**config.mk**
```make
export PLATFORM = sky130hd
export DESIGN_NAME = hvp_top
export DESIGN_NICKNAME = d
export VERILOG_FILES = /design/src/pkg/hvp_pkg.sv /design/src/hvp_top.sv
export SDC_FILE = /design/constraint.sdc
export NUM_CORES = 1
export LEC_CHECK = 0
export ABC_AREA = 1
export BUFFER_PORTS_ARGS = -buffer_cell sky130_fd_sc_hd__buf_2
export CORE_MARGIN = 8
export CORE_UTILIZATION = 55
export CTS_BUF_LIST = sky130_fd_sc_hd__clkbuf_4 sky130_fd_sc_hd__clkbuf_8
export CTS_CLUSTER_DIAMETER = 40
export CTS_CLUSTER_SIZE = 30
export DETAILED_ROUTE_END_ITERATION = 16
export GPL_TIMING_DRIVEN = 1
export PLACE_DENSITY = 0.78
export REMOVE_ABC_BUFFERS = 1
export SYNTH_ARGS = -nofsm -noshare
export SYNTH_HDL_FRONTEND = slang
export SYNTH_SLANG_ARGS = --single-unit
```
**constraint.sdc**
```tcl
create_clock -name clock -period 2.5 [get_ports clock]
set_input_delay 0.5 -clock clock [delete_from_list [all_inputs] [get_ports clock]]
set_output_delay 0.5 -clock clock [all_outputs]
set_load 0.005 [all_outputs]
```
**src/pkg/hvp_pkg.sv**
```systemverilog
// package: register map, field layout and bus request type of the high-voltage pin block
`default_nettype none
package hvp_pkg;
  // register byte addresses on the special function register bus
  localparam logic [15:0] ADDR_PIN2_FUNCTION_CONFIG = 16'ha048;
  localparam logic [15:0] ADDR_PIN2_LED_SINK_CONFIG = 16'ha049;
  localparam logic [15:0] ADDR_PIN2_FAULT_STATUS_IRQ = 16'ha04a;
  localparam logic [15:0] ADDR_PIN3_FUNCTION_CONFIG = 16'ha04c;
  localparam logic [15:0] ADDR_PIN3_LED_SINK_CONFIG = 16'ha04d;
  localparam logic [15:0] ADDR_PIN3_FAULT_STATUS_IRQ = 16'ha04e;
  localparam logic [15:0] ADDR_FAULT_FILTER_COUNTS = 16'ha04f;
  localparam logic [15:0] ADDR_PIN0_EDGE_WAKE_IRQ = 16'ha050;
  localparam logic [15:0] ADDR_PIN1_EDGE_WAKE_IRQ = 16'ha051;
  localparam logic [15:0] ADDR_PIN2_EDGE_WAKE_IRQ = 16'ha052;
  localparam logic [15:0] ADDR_PIN3_EDGE_WAKE_IRQ = 16'ha053;
  // reset value of every register
  localparam logic [7:0] REG_RESET = 8'h00;
  // fault status register bit positions
  localparam int FAULT_FILTER_ENABLE = 7;
  localparam int FAULT_IRQ_ENABLE = 6;
  localparam int OPEN_DETECT_ENABLE = 5;
  localparam int SHORT_DETECT_ENABLE = 4;
  localparam int OPEN_LIVE_STATUS = 3;
  localparam int SHORT_LIVE_STATUS = 2;
  localparam int OPEN_FAULT_FLAG = 1;
  localparam int SHORT_FAULT_FLAG = 0;
  // edge / wake register bit positions
  localparam int WAKE_SOURCE_ENABLE = 7;
  localparam int PIN_IRQ_ENABLE = 6;
  localparam int RISING_DETECT_ENABLE = 5;
  localparam int FALLING_DETECT_ENABLE = 4;
  localparam int WAKE_FLAG = 3;
  localparam int PIN_IRQ_FLAG = 2;
  localparam int RISING_EDGE_FLAG = 1;
  localparam int FALLING_EDGE_FLAG = 0;
  // filter register nibbles
  localparam int OPEN_FILTER_COUNT_LSB = 4;
  localparam int SHORT_FILTER_COUNT_LSB = 0;
  // hardware-owned bits of the fault and edge registers, and the empty filter count
  localparam logic [7:0] FAULT_FLAG_MASK = 8'h03;
  localparam logic [7:0] FAULT_LIVE_MASK = 8'h0c;
  localparam logic [7:0] EDGE_FLAG_MASK = 8'h0f;
  localparam logic [3:0] FILTER_ZERO = 4'h0;

  // general configuration of pins 2 and 3, bit 7 down to bit 0
  typedef struct packed {
    logic master_serial_enable;
    logic converter_route_enable;
    logic spi_role_enable;
    logic port_bit_function_enable;
    logic pwm_output_enable;
    logic attenuator_enable;
    logic input_buffer_enable;
    logic pullup_enable;
  } hvp_fn_cfg_t;

  // led sink configuration; bias bit exists on pin 3 only
  typedef struct packed {
    logic current_sink_enable;
    logic unused_6;
    logic thermistor_bias_enable;
    logic [4:0] full_scale_trim;
  } hvp_led_cfg_t;

  // special function register access, same clock as the block
  typedef struct packed {
    logic [15:0] addr;
    logic wr;
    logic rd;
    logic [7:0] wdata;
  } hvp_sfr_req_t;
endpackage
`default_nettype wire

```
**src/hvp_top.sv**
```systemverilog
// high-voltage pin fault detection, configuration and pin interrupt block
//
// Summary of operation
// RULE1: filter enable routes open/short assert and deassert through the digital filter.
// RULE2: open detect enable low forces the open status deasserted.
// RULE3: short detect enable low forces the short status deasserted.
// RULE4: live open/short bits refresh once per pwm cycle, sampled mid-period.
// RULE5: short fault sets a latched flag, interrupting when fault irq enabled.
// RULE6: open fault sets a latched flag, interrupting when fault irq enabled.
// RULE7: upper filter nibble sets pwm cycles an open must persist.
// RULE8: lower filter nibble sets pwm cycles a short must persist.
// RULE9: filters count up while condition present, down while absent.
// RULE10: attenuator enable turns on one-sixth path to the converter input.
// RULE11: software never enables converter path and differential sense together.
// RULE12: pin 2 config holds serial data, converter, spi input, port, blue pwm.
// RULE13: pin 3 config holds serial clock, converter, spi output, port, white pwm.
// RULE14: each pin config has input buffer enable and pull-up enable.
// RULE15: led config has sink enable bit 7 and five-bit trim bits 4..0.
// RULE16: pin 3 led config has a thermistor bias current enable.
// RULE17: each of four pins is an interrupt and wake source, own enables.
// RULE18: all pin interrupts go out on one shared pin interrupt line.
// RULE19: wake enable plus wake event sets a sticky wake flag.
// RULE20: irq enable plus interrupt event sets a sticky pin irq flag.
// RULE21: enabled rising or falling edges set sticky edge flags.
// RULE22: every register of this block resets to all zeros.
// RULE23: general output only pulls down; writing one leaves the pin floating.
// RULE24: writing zero clears a flag, one keeps it; hardware set wins.
// RULE25: shared line asserts while any pin flag or enabled fault flag is set.
`default_nettype none
module hvp_top (
  input wire logic clock,
  input wire logic rst_n,
  input wire hvp_pkg::hvp_sfr_req_t sfr_req,
  output logic [7:0] sfr_rdata,
  input wire logic [3:0] pin_level,
  input wire logic [3:2] open_detect_raw,
  input wire logic [3:2] short_detect_raw,
  input wire logic pwm_mid_strobe,
  input wire logic [3:2] port_out_data,
  output hvp_pkg::hvp_fn_cfg_t pin2_fn_cfg,
  output hvp_pkg::hvp_fn_cfg_t pin3_fn_cfg,
  output hvp_pkg::hvp_led_cfg_t pin2_led_cfg,
  output hvp_pkg::hvp_led_cfg_t pin3_led_cfg,
  output logic [3:2] attenuator_route,
  output logic [3:2] pin_out,
  output logic [3:2] pin_oe,
  output logic shared_pin_irq_line,
  output logic wake_request
);

  typedef struct packed {
    logic [1:0][7:0] fn_cfg;
    logic [1:0][7:0] led_cfg;
    logic [1:0][7:0] fault;
    logic [7:0] filter_counts;
    logic [3:0][7:0] edge_reg;
    logic [1:0][3:0] open_cnt;
    logic [1:0][3:0] short_cnt;
    logic [1:0] open_filt;
    logic [1:0] short_filt;
    logic [7:0] sync1;
    logic [7:0] sync2;
    logic [3:0] pin_prev;
    logic [2:0] prev_valid;
    logic [7:0] rdata;
    logic irq;
    logic wake;
    logic [1:0] oe;
    logic [1:0] atten;
  } hvp_state_t;

  hvp_state_t st;
  hvp_state_t next_st;

  // one pwm-cycle step of an up/down fault filter: returns {state, count}
  function automatic logic [4:0] hvp_filt_step(input logic state, input logic [3:0] cnt,
                                              input logic [3:0] thr, input logic present);
    logic [3:0] c;
    logic s;
    c = cnt;
    s = state;
    if (present) begin
      if (c < thr) begin
        c = c + 4'h1;
      end
      if (c >= thr) begin
        s = 1'b1;
      end
    end else begin
      if (c != hvp_pkg::FILTER_ZERO) begin
        c = c - 4'h1;
      end
      if (c == hvp_pkg::FILTER_ZERO) begin
        s = 1'b0;
      end
    end
    return {s, c};
  endfunction

  // software write to a register holding sticky flags: zero clears, one keeps
  function automatic logic [7:0] hvp_flag_write(input logic [7:0] cur, input logic [7:0] wd,
                                               input logic [7:0] flags, input logic [7:0] ro);
    return (wd & ~flags & ~ro) | (cur & ro) | (cur & wd & flags);
  endfunction

  // next-state logic for the whole block
  always_comb begin
    logic [1:0] open_raw;
    logic [1:0] short_raw;
    logic [3:0] pin_now;
    logic [3:0] rise;
    logic [3:0] fall;
    logic [4:0] step;
    logic [3:0] open_thr;
    logic [3:0] short_thr;
    logic open_now;
    logic short_now;
    logic wr_hit;
    logic any_irq;
    logic any_wake;
    hvp_pkg::hvp_fn_cfg_t fc;
    open_raw = '0;
    short_raw = '0;
    pin_now = '0;
    rise = '0;
    fall = '0;
    step = '0;
    open_thr = '0;
    short_thr = '0;
    open_now = 1'b0;
    short_now = 1'b0;
    wr_hit = 1'b0;
    any_irq = 1'b0;
    any_wake = 1'b0;
    fc = '0;
    next_st = st;

    // pins and detector outputs are asynchronous: two flops before use
    next_st.sync1 = {short_detect_raw, open_detect_raw, pin_level};
    next_st.sync2 = st.sync1;
    pin_now = st.sync2[3:0];
    open_raw = st.sync2[5:4];
    short_raw = st.sync2[7:6];

    // no edges until the synchroniser holds real levels after reset
    next_st.pin_prev = pin_now;
    next_st.prev_valid = {st.prev_valid[1:0], 1'b1};
    rise = pin_now & ~st.pin_prev & {4{st.prev_valid[2]}};
    fall = ~pin_now & st.pin_prev & {4{st.prev_valid[2]}};

    // software writes; flag bits obey write-zero-to-clear
    if (sfr_req.wr) begin
      wr_hit = 1'b1;
      unique case (sfr_req.addr)
        // RULE12: pin 2 function enables
        hvp_pkg::ADDR_PIN2_FUNCTION_CONFIG: next_st.fn_cfg[0] = sfr_req.wdata;
        // RULE15: pin 2 sink enable and trim
        hvp_pkg::ADDR_PIN2_LED_SINK_CONFIG: begin
          next_st.led_cfg[0] = sfr_req.wdata & 8'h9f;
        end
        // RULE13: pin 3 function enables
        hvp_pkg::ADDR_PIN3_FUNCTION_CONFIG: next_st.fn_cfg[1] = sfr_req.wdata;
        // RULE16: pin 3 keeps the bias bit too
        hvp_pkg::ADDR_PIN3_LED_SINK_CONFIG: begin
          next_st.led_cfg[1] = sfr_req.wdata & 8'hbf;
        end
        hvp_pkg::ADDR_FAULT_FILTER_COUNTS: next_st.filter_counts = sfr_req.wdata;
        // RULE24: fault flags clear on zero
        hvp_pkg::ADDR_PIN2_FAULT_STATUS_IRQ: begin
          next_st.fault[0] = hvp_flag_write(st.fault[0], sfr_req.wdata,
                                            hvp_pkg::FAULT_FLAG_MASK, hvp_pkg::FAULT_LIVE_MASK);
        end
        hvp_pkg::ADDR_PIN3_FAULT_STATUS_IRQ: begin
          next_st.fault[1] = hvp_flag_write(st.fault[1], sfr_req.wdata,
                                            hvp_pkg::FAULT_FLAG_MASK, hvp_pkg::FAULT_LIVE_MASK);
        end
        // RULE24: edge and wake flags clear on zero
        hvp_pkg::ADDR_PIN0_EDGE_WAKE_IRQ: begin
          next_st.edge_reg[0] = hvp_flag_write(st.edge_reg[0], sfr_req.wdata,
                                               hvp_pkg::EDGE_FLAG_MASK, 8'h00);
        end
        hvp_pkg::ADDR_PIN1_EDGE_WAKE_IRQ: begin
          next_st.edge_reg[1] = hvp_flag_write(st.edge_reg[1], sfr_req.wdata,
                                               hvp_pkg::EDGE_FLAG_MASK, 8'h00);
        end
        hvp_pkg::ADDR_PIN2_EDGE_WAKE_IRQ: begin
          next_st.edge_reg[2] = hvp_flag_write(st.edge_reg[2], sfr_req.wdata,
                                               hvp_pkg::EDGE_FLAG_MASK, 8'h00);
        end
        hvp_pkg::ADDR_PIN3_EDGE_WAKE_IRQ: begin
          next_st.edge_reg[3] = hvp_flag_write(st.edge_reg[3], sfr_req.wdata,
                                               hvp_pkg::EDGE_FLAG_MASK, 8'h00);
        end
        default: wr_hit = 1'b0;
      endcase
    end

    // RULE7: open persistence threshold from upper nibble
    open_thr = st.filter_counts[hvp_pkg::OPEN_FILTER_COUNT_LSB +: 4];
    // RULE8: short persistence threshold from lower nibble
    short_thr = st.filter_counts[hvp_pkg::SHORT_FILTER_COUNT_LSB +: 4];

    // fault detection for pins 2 and 3
    for (int p = 0; p < 2; p++) begin
      // RULE4: filters move and live bits set only at mid-pwm samples
      if (pwm_mid_strobe) begin
        // RULE9: up/down persistence counting
        step = hvp_filt_step(st.open_filt[p], st.open_cnt[p], open_thr, open_raw[p]);
        next_st.open_filt[p] = step[4];
        next_st.open_cnt[p] = step[3:0];
        step = hvp_filt_step(st.short_filt[p], st.short_cnt[p], short_thr, short_raw[p]);
        next_st.short_filt[p] = step[4];
        next_st.short_cnt[p] = step[3:0];
        // RULE1: filtered result replaces the raw sample when enabled
        if (st.fault[p][hvp_pkg::FAULT_FILTER_ENABLE]) begin
          open_now = next_st.open_filt[p];
          short_now = next_st.short_filt[p];
        end else begin
          open_now = open_raw[p];
          short_now = short_raw[p];
        end
        // RULE2: open status forced low while detection disabled
        open_now = open_now & next_st.fault[p][hvp_pkg::OPEN_DETECT_ENABLE];
        // RULE3: short status forced low while detection disabled
        short_now = short_now & next_st.fault[p][hvp_pkg::SHORT_DETECT_ENABLE];
        next_st.fault[p][hvp_pkg::OPEN_LIVE_STATUS] = open_now;
        next_st.fault[p][hvp_pkg::SHORT_LIVE_STATUS] = short_now;
        // RULE6: open fault latches; set beats a same-cycle clear
        if (open_now) begin
          next_st.fault[p][hvp_pkg::OPEN_FAULT_FLAG] = 1'b1;
        end
        // RULE5: short fault latches; set beats a same-cycle clear
        if (short_now) begin
          next_st.fault[p][hvp_pkg::SHORT_FAULT_FLAG] = 1'b1;
        end
      end
      // RULE2: disabling detection drops the live bit at once
      if (!next_st.fault[p][hvp_pkg::OPEN_DETECT_ENABLE]) begin
        next_st.fault[p][hvp_pkg::OPEN_LIVE_STATUS] = 1'b0;
      end
      // RULE3: same for the short live bit
      if (!next_st.fault[p][hvp_pkg::SHORT_DETECT_ENABLE]) begin
        next_st.fault[p][hvp_pkg::SHORT_LIVE_STATUS] = 1'b0;
      end
    end

    // RULE17: every pin has its own edge, irq and wake enables
    for (int p = 0; p < 4; p++) begin
      logic r_ev;
      logic f_ev;
      r_ev = rise[p] & st.edge_reg[p][hvp_pkg::RISING_DETECT_ENABLE];
      f_ev = fall[p] & st.edge_reg[p][hvp_pkg::FALLING_DETECT_ENABLE];
      // RULE21: sticky edge flags
      if (r_ev) begin
        next_st.edge_reg[p][hvp_pkg::RISING_EDGE_FLAG] = 1'b1;
      end
      if (f_ev) begin
        next_st.edge_reg[p][hvp_pkg::FALLING_EDGE_FLAG] = 1'b1;
      end
      // RULE20: sticky pin irq flag on an enabled edge event
      if ((r_ev | f_ev) && st.edge_reg[p][hvp_pkg::PIN_IRQ_ENABLE]) begin
        next_st.edge_reg[p][hvp_pkg::PIN_IRQ_FLAG] = 1'b1;
      end
      // RULE19: sticky wake flag on an enabled edge event
      if ((r_ev | f_ev) && st.edge_reg[p][hvp_pkg::WAKE_SOURCE_ENABLE]) begin
        next_st.edge_reg[p][hvp_pkg::WAKE_FLAG] = 1'b1;
      end
      any_irq = any_irq | next_st.edge_reg[p][hvp_pkg::PIN_IRQ_FLAG];
      any_wake = any_wake | next_st.edge_reg[p][hvp_pkg::WAKE_FLAG];
    end

    // fault flags only interrupt when their pin's fault irq enable is set
    for (int p = 0; p < 2; p++) begin
      // RULE5: short flag gated by fault irq enable
      // RULE6: open flag gated by fault irq enable
      any_irq = any_irq | (next_st.fault[p][hvp_pkg::FAULT_IRQ_ENABLE] &
                (next_st.fault[p][hvp_pkg::OPEN_FAULT_FLAG] |
                 next_st.fault[p][hvp_pkg::SHORT_FAULT_FLAG]));
    end
    // RULE18: one shared line for all pin interrupts
    // RULE25: level follows the or of all pending causes
    next_st.irq = any_irq;
    next_st.wake = any_wake;

    // output paths for pins 2 and 3
    for (int p = 0; p < 2; p++) begin
      fc = hvp_pkg::hvp_fn_cfg_t'(next_st.fn_cfg[p]);
      // RULE23: open drain, pull low only for a zero data bit
      next_st.oe[p] = fc.port_bit_function_enable & ~port_out_data[p + 2];
      // RULE10: attenuated voltage reaches the converter input
      next_st.atten[p] = fc.attenuator_enable;
    end

    // registered read data, one cycle after the read strobe
    next_st.rdata = 8'h00;
    if (sfr_req.rd) begin
      unique case (sfr_req.addr)
        hvp_pkg::ADDR_PIN2_FUNCTION_CONFIG: next_st.rdata = st.fn_cfg[0];
        hvp_pkg::ADDR_PIN2_LED_SINK_CONFIG: next_st.rdata = st.led_cfg[0];
        hvp_pkg::ADDR_PIN2_FAULT_STATUS_IRQ: next_st.rdata = st.fault[0];
        hvp_pkg::ADDR_PIN3_FUNCTION_CONFIG: next_st.rdata = st.fn_cfg[1];
        hvp_pkg::ADDR_PIN3_LED_SINK_CONFIG: next_st.rdata = st.led_cfg[1];
        hvp_pkg::ADDR_PIN3_FAULT_STATUS_IRQ: next_st.rdata = st.fault[1];
        hvp_pkg::ADDR_FAULT_FILTER_COUNTS: next_st.rdata = st.filter_counts;
        hvp_pkg::ADDR_PIN0_EDGE_WAKE_IRQ: next_st.rdata = st.edge_reg[0];
        hvp_pkg::ADDR_PIN1_EDGE_WAKE_IRQ: next_st.rdata = st.edge_reg[1];
        hvp_pkg::ADDR_PIN2_EDGE_WAKE_IRQ: next_st.rdata = st.edge_reg[2];
        hvp_pkg::ADDR_PIN3_EDGE_WAKE_IRQ: next_st.rdata = st.edge_reg[3];
        default: next_st.rdata = 8'h00;
      endcase
    end
  end

  // RULE22: all state clears to zero on reset
  always_ff @(posedge clock or negedge rst_n) begin
    if (!rst_n) begin
      st <= '0;
    end else begin
      st <= next_st;
    end
  end

  // outputs straight from the state flops, except the constant pin_out
  assign sfr_rdata = st.rdata;
  // RULE14: buffer and pull-up bits reach the pad via the config outputs
  assign pin2_fn_cfg = hvp_pkg::hvp_fn_cfg_t'(st.fn_cfg[0]);
  assign pin3_fn_cfg = hvp_pkg::hvp_fn_cfg_t'(st.fn_cfg[1]);
  assign pin2_led_cfg = hvp_pkg::hvp_led_cfg_t'(st.led_cfg[0]);
  assign pin3_led_cfg = hvp_pkg::hvp_led_cfg_t'(st.led_cfg[1]);
  assign attenuator_route = st.atten;
  // pad only ever drives low, so the data bit is constant zero
  assign pin_out = 2'b00;
  assign pin_oe = st.oe;
  assign shared_pin_irq_line = st.irq;
  assign wake_request = st.wake;

endmodule
`default_nettype wire
```
==> run metrics, run 1 <==
P per Cell Area=819 mW/mm2; drt via density=5.42; Die Y-Extent=136 um; Rows=44; vias in the first global route=6970; Via Count=7288; overall routed net length=21.9 mm; largest cells by area after synthesis=dfrtp_1 44%, nand2_1 12%, inv_1 6.0%, ha_1 5.6%, o21ai_0 4.9%; Max-Cap Viols=0; post-synth top area cell=dfrtp_1; hold path cells=1; type of origin of the critical path=flip-flop; Setup TNS=-2.95 ns; Sinks on Clock Net=140; highest-count cells in the layout ignoring fill and taps=245 x nand2_1, 140 x dfrtp_1, 120 x inv_1; share of cells above drive strength 1=24.7%; synthesized area per cell=7.76 um2; Peak VDD IR=0.500 mV; final worst-path cycle share=119%; H-tree depth=4; # IOs=87; Worst slew margin=64.8%; f_max=0.336 GHz; Root Buffer=clkbuf_8; Core ar.=0.0144 mm2; Setup Skew=0.0109 ns; Yosys reg bits=140; final setup vio count=11; largest net degree at the start of global routing=52; first-pass GRT wire length=33.8 mm; Slew Viols, Final=0; Area Growth Syn to Fin=19.5%; GRT Total Usage=23.1%; CTS clk-pin slew, worst paths=0.08 ns; gr ovfl total=0; RSZ-0062 raised after global routing=yes; cells after synthesis=1028; CTS Buf Count=17; Leakage Power=0.00488 uW; nets=1224; Worst Max-Slew Pin Slew=0.527 ns; hold_ws=0.146 ns; Setup Crit Path Kind=flip-flop to flip-flop; Post-Syn Area=0.00798 mm2; hpwl dp=15.6 mm; Worst EP required=2.84 ns; Worst Setup End Kind=flip-flop; Remaining DRCs=0; Final Hold Viols=0; Final min period=2.97 ns; initial antenna violation count=0; antenna cells=0; Worst Path Arrival=3.32 ns; initial core utilization=55.5%; yosys warns=0; status=finished, violations left; Final ANT Viol Nets=0; Max Fanout on Critical Path=4; iteration count of the initial detailed-routing pass=8; R2R depth=21; die area=0.0186 mm2; most common cell after layout, fill and taps aside=nand2_1; Clock Path Buffers=2; Synth cell types=36; 1st-iter DRT viols=612; failing checks=negative setup slack; sequential area share after synthesis=43.9%; Yosys top cell area share=43.9%; R2R Setup Slk=-0.47 ns; RePlAce Congestion=0.936; Clock Latency Late Sink=0.46 ns; Hold Crit Class=input pin to flip-flop; CTS tree=done; Die Wd=136 um; Final WS setup=-0.475 ns; number of buffers added on ports=81; wire per inst=16.3 um
worst max-delay path, cell delays in order (launching register included):
cell and delay (ns):
dfrtp_1 0.41, inv_2 0.09, ha_1 0.22, a21boi_2 0.15
o211ai_1 0.22, nand2_2 0.15, nor2_4 0.16, xor2_2 0.18
inv_1 0.09, ha_1 0.30, nand2_2 0.08, inv_2 0.05
nand2_1 0.08, nand3_2 0.07, nand2_2 0.07, nand2_2 0.06
a21oi_2 0.13, nor2_2 0.07, nor2_2 0.11, nand2_1 0.07
nand2_1 0.05, nand3_1 0.06
report_power, final:
part	leakage (uW)	internal (uW)	switching, uW	total [uW]
registers	0.00171	2440	117	2560
logic	0.00296	1460	1840	3300
clock network	0.000208	1000	948	1950
total	0.00488	4900	2900	7810
cell type report:
| type | count | area, um2 |
|---|---|---|
| Clock inverter | 14 | 185 |
| Fill cell | 1191 | 4840 |
| Timing Repair Buffer | 160 | 1030 |
| Tap cell | 184 | 230 |
| Multi-Input combinational cell | 693 | 3830 |
| Inverter | 137 | 514 |
| Sequential cell | 140 | 3500 |
| Clock buffer | 17 | 234 |
path summary, 6_finish.rpt:
path	start	endpoint
setup / recovery	st[94]	shared_pin_irq_line
hold reg to reg	next_st[28]	st[28]
max in group asynchronous	rst_n	st[89]
hold / removal	short_detect_raw[3]	next_st[28]
min in group asynchronous	rst_n	next_st[25]
setup reg to reg	st[94]	shared_pin_irq_line
cell families after synthesis:
logic type               Yosys count  share of synthesized area, %
multiplexers                       1                         0.141
other                              2                        0.0942
flip-flops                       140                          43.9
buffers and inverters            199                          11.7
adder cells (fa/ha/maj)           36                          5.65
AND/OR/NAND/NOR                  456                          25.0
AO/OA/AOI/OAI                    181                          12.0
XOR/XNOR                          13                          1.43
registers in the layout, indices dropped and copies added, names as in the netlist:
register and flops:
next_st 14, shared_pin_irq_line 1, pin2_fn_cfg 7, pin_oe 2
attenuator_route 1, st 85, sfr_rdata 8, pin3_fn_cfg 8
pin3_led_cfg 7, pin2_led_cfg 6, wake_request 1
layer usage:
layer	track usage [%]	wire length [um]	share of wire (%)
met2	39.0	10900	50
met1	28.5	8910	41
met3	5.17	1490	6.8
met5	0	0	0
met4	8.66	590	2.7
cells in the mapped netlist (all sizes together):
cell type and number:
o21bai 1, nor3 8, mux2 1, nand2 265, nor2 96, o21a 4, buf 54, conb 2
and2 2, nand4 18, a21oi 52, nand3 63, dfrtp 140, or2 1, clkinv 5, clkbuf 8
ha 36, xor2 13, inv 132, o21ai 107, o22ai 7, a21boi 3, o211ai 7, and3 3
through the flow:
stage               instances  setup WS [ns]  total power [uW]  cell area, um2  utilization (%)
finish                   1345         -0.475              7810            9530             66.3
global placement         1289         -0.274              5090            8630             60.0
detailed placement       1289         -0.415              5180            8630             60.0
floorplan                 970         -0.130              4200            7570                -
CTS                      1336         -0.347              7370            9270             64.5
global route             1345         -0.625              8320            9530             66.3
repair_timing:
item	4_1_cts	5_1_grt
resized for setup	29	57
endpoints found under the hold margin	7	0
pin swaps	18	28
buffers inserted	15	9
hold buffers	1	0
setup endpoints to repair	11	14
Note: power is estimated with default switching activity, not from simulation.
==> run 2: changes to the inputs <==
Settings changed: ABC_AREA 1 to 0, PLACE_DENSITY 0.78 to 0.79.
==> run 2 against run 1 <==
  * The flow still finishes with violations (negative setup slack)
  * Wire length decreased by 3.4%
  * Core utilization increased by 1.7 points
  * Sequential share of layout area grew 0.32 points
  * Die area down 1.9%
  * First-iteration DRC count fell by 5.9%
  * Sequential power about the same
  * Total power grew 1.7%
  * Clock skew down 0.00053 ns
  * Synthesized area fell by 2.2%
  * Via count is 13% lower
  * Combinational power is 4% higher
  * Design area shrank 0.87%
==> run metrics, run 2 <==
initial antenna violation count=0; Slowest cell on crit path=dfrtp_1; sequential area share after synthesis=44.9%; Die Y-Extent=135 um; top cells by count, synth=140 x dfrtp_1, 59 x mux2_2, 54 x nand2_1; most numerous cell in the Yosys netlist=dfrtp_1; P per Cell Area=841 mW/mm2; final instance area=0.00945 mm2; Die Wd=135 um; number of buffers added on ports=81; Setup Crit Path Kind=flip-flop to flip-flop; nets=935; Core ar.=0.0139 mm2; largest cells by area after synthesis=dfrtp_1 45%, mux2_2 8.5%, ha_1 5.8%, buf_4 4.5%, o21ai_0 2.7%; Via Count=6325; Worst EP required=2.85 ns; Clock Path Buffers=2; hpwl dp=15.0 mm; largest net degree at the start of global routing=141; initial core utilization=56.2%; number of synthesized flops with an enable pin=0; Synth cell types=60; Final Hold Viols=0; Worst slew margin=49.6%; overall routed net length=21.2 mm; CTS Buf Count=17; H-tree depth=4; Final WS setup=-0.498 ns; most common cell after layout, fill and taps aside=dfrtp_1; iteration count of the initial detailed-routing pass=6; Most used DFF post-synth=dfrtp_1; Rows=43; gr ovfl total=0; max reg flops=85; Final min period=3.00 ns; GRT Total Usage=23.4%; Yosys reg bits=140; Yosys top cell area share=44.9%; hold_ws=0.0989 ns; Design Power=7940 uW; Hold Crit Class=input pin to async pin; Max Fanout on Critical Path=2; Worst Max-Slew Pin Slew=0.757 ns; Remaining DRCs=0; status=finished, violations left; final worst-path cycle share=120%; 1st-iter DRT viols=576; crit path buf inv count=3; share of cells above drive strength 1=38.0%; Leakage Power=0.00451 uW; fillers=1000; cells after synthesis=731; synthesized area per cell=10.7 um2; ys async rst share=100%; Peak VDD IR=0.693 mV; Worst Setup End Kind=flip-flop; CTS clk-pin slew, worst paths=0.08 ns; vias in the first global route=6612; Final ANT Viol Nets=0; post-layout util=68.1%; Clock Latency Late Sink=0.47 ns; # IOs=87; Placed Instance Area=0.00871 mm2; drt via density=6.01; CTS tree=done; Max stage delay on crit path=0.39 ns; highest-count cells in the layout ignoring fill and taps=140 x dfrtp_1, 104 x buf_4, 80 x buf_2; Area Growth Syn to Fin=21.1%; final setup vio count=13; Post-Syn Area=0.00780 mm2; Slew Viols, Final=0; Biggest register=st; Worst Path Arrival=3.35 ns; most used cell, CP=a21o_1; post-synth top area cell=dfrtp_1; Non-Filler Instances=1053; first-pass GRT wire length=33.6 mm; die area=0.0183 mm2; Sinks on Clock Net=140; RSZ-0062 raised after global routing=yes; footprint of the multi-input gates=0.00393 mm2; Max-Cap Viols=0; RePlAce Congestion=0.865; f_max=0.334 GHz; CTS Hold Bufs=0; Critical Path, Cell by Cell=inv_2, buf_6, ha_4, a21o_1, a21o_1, buf_4, a211oi_1, xor2_1, ha_1, o21a_1, a21oi_4, o31ai_2, o21ai_1, nand3_1; critical path's top delay family=compound AO/OA/AOI/OAI gates; type of origin of the critical path=flip-flop; failing checks=negative setup slack; Placed Instances=1009; antenna cells=0; wire per inst=20.1 um; yosys warns=0; Storage cell area=0.00350 mm2; Setup Skew=0.0103 ns; Root Buffer=clkbuf_8
-- run 2: cell types whose count changed after synthesis, moves of 18 or more --
cell | previous run | this run
o21ai_1 | 28 | 3
inv_1 | 127 | 25
nand2_1 | 257 | 54
clkbuf_1 | 8 | 32
mux2_2 | 1 | 59
nand3_1 | 63 | 17
a21oi_1 | 52 | 30
nor2_1 | 83 | 23
mux2i_1 | 0 | 18
nand2b_1 | 0 | 19
o21ai_0 | 78 | 42
-- run 2: cell type report --
type	instances	area share [%]
multi-input cells	485	41.5
well taps	180	2.38
clock inverters	13	1.77
repair buffers	191	13.5
clock buffers	19	2.70
flip-flops and latches	140	37.1
inverters	25	0.993
-- run 2: what timing repair did --
action | in CTS | in global routing
endpoints found under the setup margin | 13 | 13
hold endpoints to repair | 0 | 0
resized for setup | 34 | 12
setup buffers | 8 | 6
pin swaps | 31 | 20
-- run 2: worst paths after layout --
check	startpoint	endpoint	slack, ns	depth (start not counted)
worst min register to register	next_st[22]	next_st[18]	0.35	0
min in group clock	open_detect_raw[3]	next_st[26]	0.14	1
worst max register to register	st[90]	shared_pin_irq_line	-0.50	14
max in group asynchronous	rst_n	st[19]	1.82	2
worst max-delay path	st[90]	shared_pin_irq_line	-0.50	14
worst min-delay path	rst_n	st[26]	0.1	2
-- run 2: report_power, final --
group	total, uW	internal (uW)	leakage, uW	switching, uW
clock	1940	1030	0.000198	909
sequential	2580	2440	0.00180	143
combinational	3430	1700	0.00251	1730
total	7940	5160	0.00451	2780
-- run 2: cells by family (layout without fill, tap and decap cells) --
logic type | after synthesis | after routing | share of synthesized area (%)
AND/OR/NAND/NOR | 186 | 186 | 13.4
AO/OA/AOI/OAI | 156 | 156 | 13.3
flip-flops | 140 | 140 | 44.9
buffers and inverters | 110 | 248 | 7.62
multiplexers | 85 | 85 | 13.1
adder cells (fa/ha/maj) | 36 | 36 | 5.77
XOR/XNOR | 16 | 16 | 1.80
other | 2 | 6 | 0.0963
-- run 2: per-stage QoR --
stage               worst slack, ns  setup TNS [ns]
floorplan                    -0.779          -15.44
global placement             -0.607           -8.46
detailed placement           -0.704          -12.02
CTS                          -0.447           -2.95
global route                 -0.636           -5.29
finish                       -0.498           -3.64
-- run 2: metal layers --
metal  global-route usage [%]  up-vias  wire, um
li1                         -     2849         -
met1                     27.8     3137      8440
met2                     37.5      275     10200
met3                     7.36       64      1880
met4                     12.3        0       663
met5                        0        -         0
==> run 3: changes to the inputs <==
Settings changed: ABC_AREA 0 to default, CORE_MARGIN 8 to 4.
==> run 3 against run 2 <==
  * Worst hold slack improved by 0.040 ns
  * Worst setup slack got worse by 0.060 ns
  * The run still ends with negative setup slack left
  * Die area decreased by 11%
  * Fmax shrank 2.0%
  * Wire length decreased by 0.39%
  * Final cell count rose by 0.57%
  * Sequential share of layout area fell by 0.25 points
==> run metrics, run 3 (synthesis results as in run 2) <==
1st-iter DRT viols=686; Rows=43; RSZ-0062 raised after global routing=yes; Sinks on Clock Net=140; Worst Setup End Kind=flip-flop; iteration count of the initial detailed-routing pass=6; Worst slew margin=49.7%; P per Cell Area=856 mW/mm2; Peak VDD IR=0.484 mV; RePlAce Congestion=0.967; Hold Crit Class=input pin to flip-flop; Slew Viols, Final=0; max reg flops=85; Final min period=3.06 ns; type of origin of the critical path=flip-flop; gr ovfl total=0; vias in the first global route=6533; wire length on met2=10.2 mm; largest net degree at the start of global routing=53; Final WS setup=-0.558 ns; Area Growth Syn to Fin=21.9%; f_max=0.327 GHz; Leakage Power=0.00455 uW; Worst Max-Slew Pin Slew=0.750 ns; DR top layer=met4; R2R Setup Slk=-0.56 ns; most common cell after layout, fill and taps aside=dfrtp_1; H-tree depth=4; Final Hold Viols=0; GRT Total Usage=26.4%; number of buffers added on ports=81; initial antenna violation count=0; drt via density=6.10; Via Count=6460; CTS tree=done; fillers=960; Die Wd=127 um; Root Buffer=clkbuf_8; status=finished, violations left; Final ANT Viol Nets=0; met1 wire length=8.39 mm; initial core utilization=56.2%; Max Fanout on Critical Path=5; share of cells above drive strength 1=38.9%; DR WL met3=1.75 mm; Storage cell area=0.00350 mm2; Core ar.=0.0139 mm2; highest-count cells in the layout ignoring fill and taps=140 x dfrtp_1, 112 x buf_4, 80 x buf_2; Die Y-Extent=127 um; overall routed net length=21.1 mm; wire per inst=19.9 um; final worst-path cycle share=122%; # IOs=87; CTS Buf Count=17; final setup vio count=13; Biggest register=st; Setup TNS=-3.88 ns; die area=0.0162 mm2; antenna cells=0; Max-Cap Viols=0; failing checks=negative setup slack; Setup Crit Path Kind=flip-flop to flip-flop; Worst EP required=2.85 ns; hpwl dp=14.8 mm; Remaining DRCs=0; Setup Skew=0.0124 ns; Worst Path Arrival=3.41 ns; first-pass GRT wire length=33.5 mm; nets=941; footprint of the multi-input gates=0.00394 mm2; Clock Path Buffers=2; hold_ws=0.139 ns; Clock Latency Late Sink=0.46 ns; CTS clk-pin slew, worst paths=0.08 ns
## run 3: cell count changes in the layout (fill, tap and decap cells not counted), sizes merged
cell and delta:
buf +5, bufinv +1, clkinv -1, dlygate4sd3 +1
## run 3: per-stage QoR
stage	setup slack [ns]	total power (uW)	std cells	area (um2)	utilization, %
after floorplan	-0.779	4370	650	7320	-
after global placement	-0.601	5290	1007	8690	62.6
after detailed placement	-0.790	5480	1007	8690	62.6
after CTS	-0.508	7850	1049	9350	67.4
after global routing	-0.688	8600	1059	9510	68.5
final	-0.558	8140	1059	9510	68.5
## run 3: routing by layer
layer	up-vias	GRT usage, %
met1	3189	33.1
met2	328	43.5
met4	0	12.0
met5	-	0
met3	66	6.56
li1	2877	-
## run 3: final cells by class
| type | count | share of cell area [%] |
|---|---|---|
| repair buffers | 197 | 13.7 |
| flip-flops and latches | 140 | 36.8 |
| clock inverters | 13 | 2.01 |
| inverters | 25 | 0.987 |
| multi-input cells | 485 | 41.4 |
| well taps | 180 | 2.37 |
| clock buffers | 19 | 2.68 |
## run 3: worst max-delay path, cell delays in order (launching register included)
cell     delay [ns]
dfrtp_1        0.39
inv_2          0.08
buf_4          0.11
buf_6          0.10
ha_4           0.18
a21o_1         0.14
a21o_1         0.19
a21oi_2        0.18
buf_4          0.17
nand2_2        0.06
o21ai_2        0.07
ha_1           0.25
a21o_1         0.16
a211o_1        0.28
a21oi_2        0.22
o31ai_2        0.10
o21ai_1        0.16
nand3_1        0.09
## run 3: power by group
group / internal, uW / leakage, uW / switching, uW / total (uW)
Clock: 1130 / 0.000209 / 912 / 2040
Combinational: 1740 / 0.00254 / 1780 / 3510
Sequential: 2440 / 0.00180 / 147 / 2580
## run 3: worst paths after layout
kind,endpoint,startpoint,depth (start not counted)
setup / recovery,shared_pin_irq_line,st[90],17
hold / removal,next_st[26],open_detect_raw[3],1
setup reg to reg,shared_pin_irq_line,st[90],17
hold reg to reg,next_st[18],next_st[22],0
max in group asynchronous,pin3_fn_cfg[3],rst_n,3
min in group asynchronous,st[83],rst_n,2
## run 3: what timing repair did
| action | 4_1_cts | 5_1_grt |
|---|---|---|
| endpoints found under the hold margin | 45 | 0 |
| hold buffers | 1 | 0 |
| setup endpoints to repair | 13 | 13 |
| pin swaps | 32 | 19 |
| setup buffers | 9 | 11 |
| gates resized for setup | 34 | 16 |
| gates cloned | 0 | 0 |
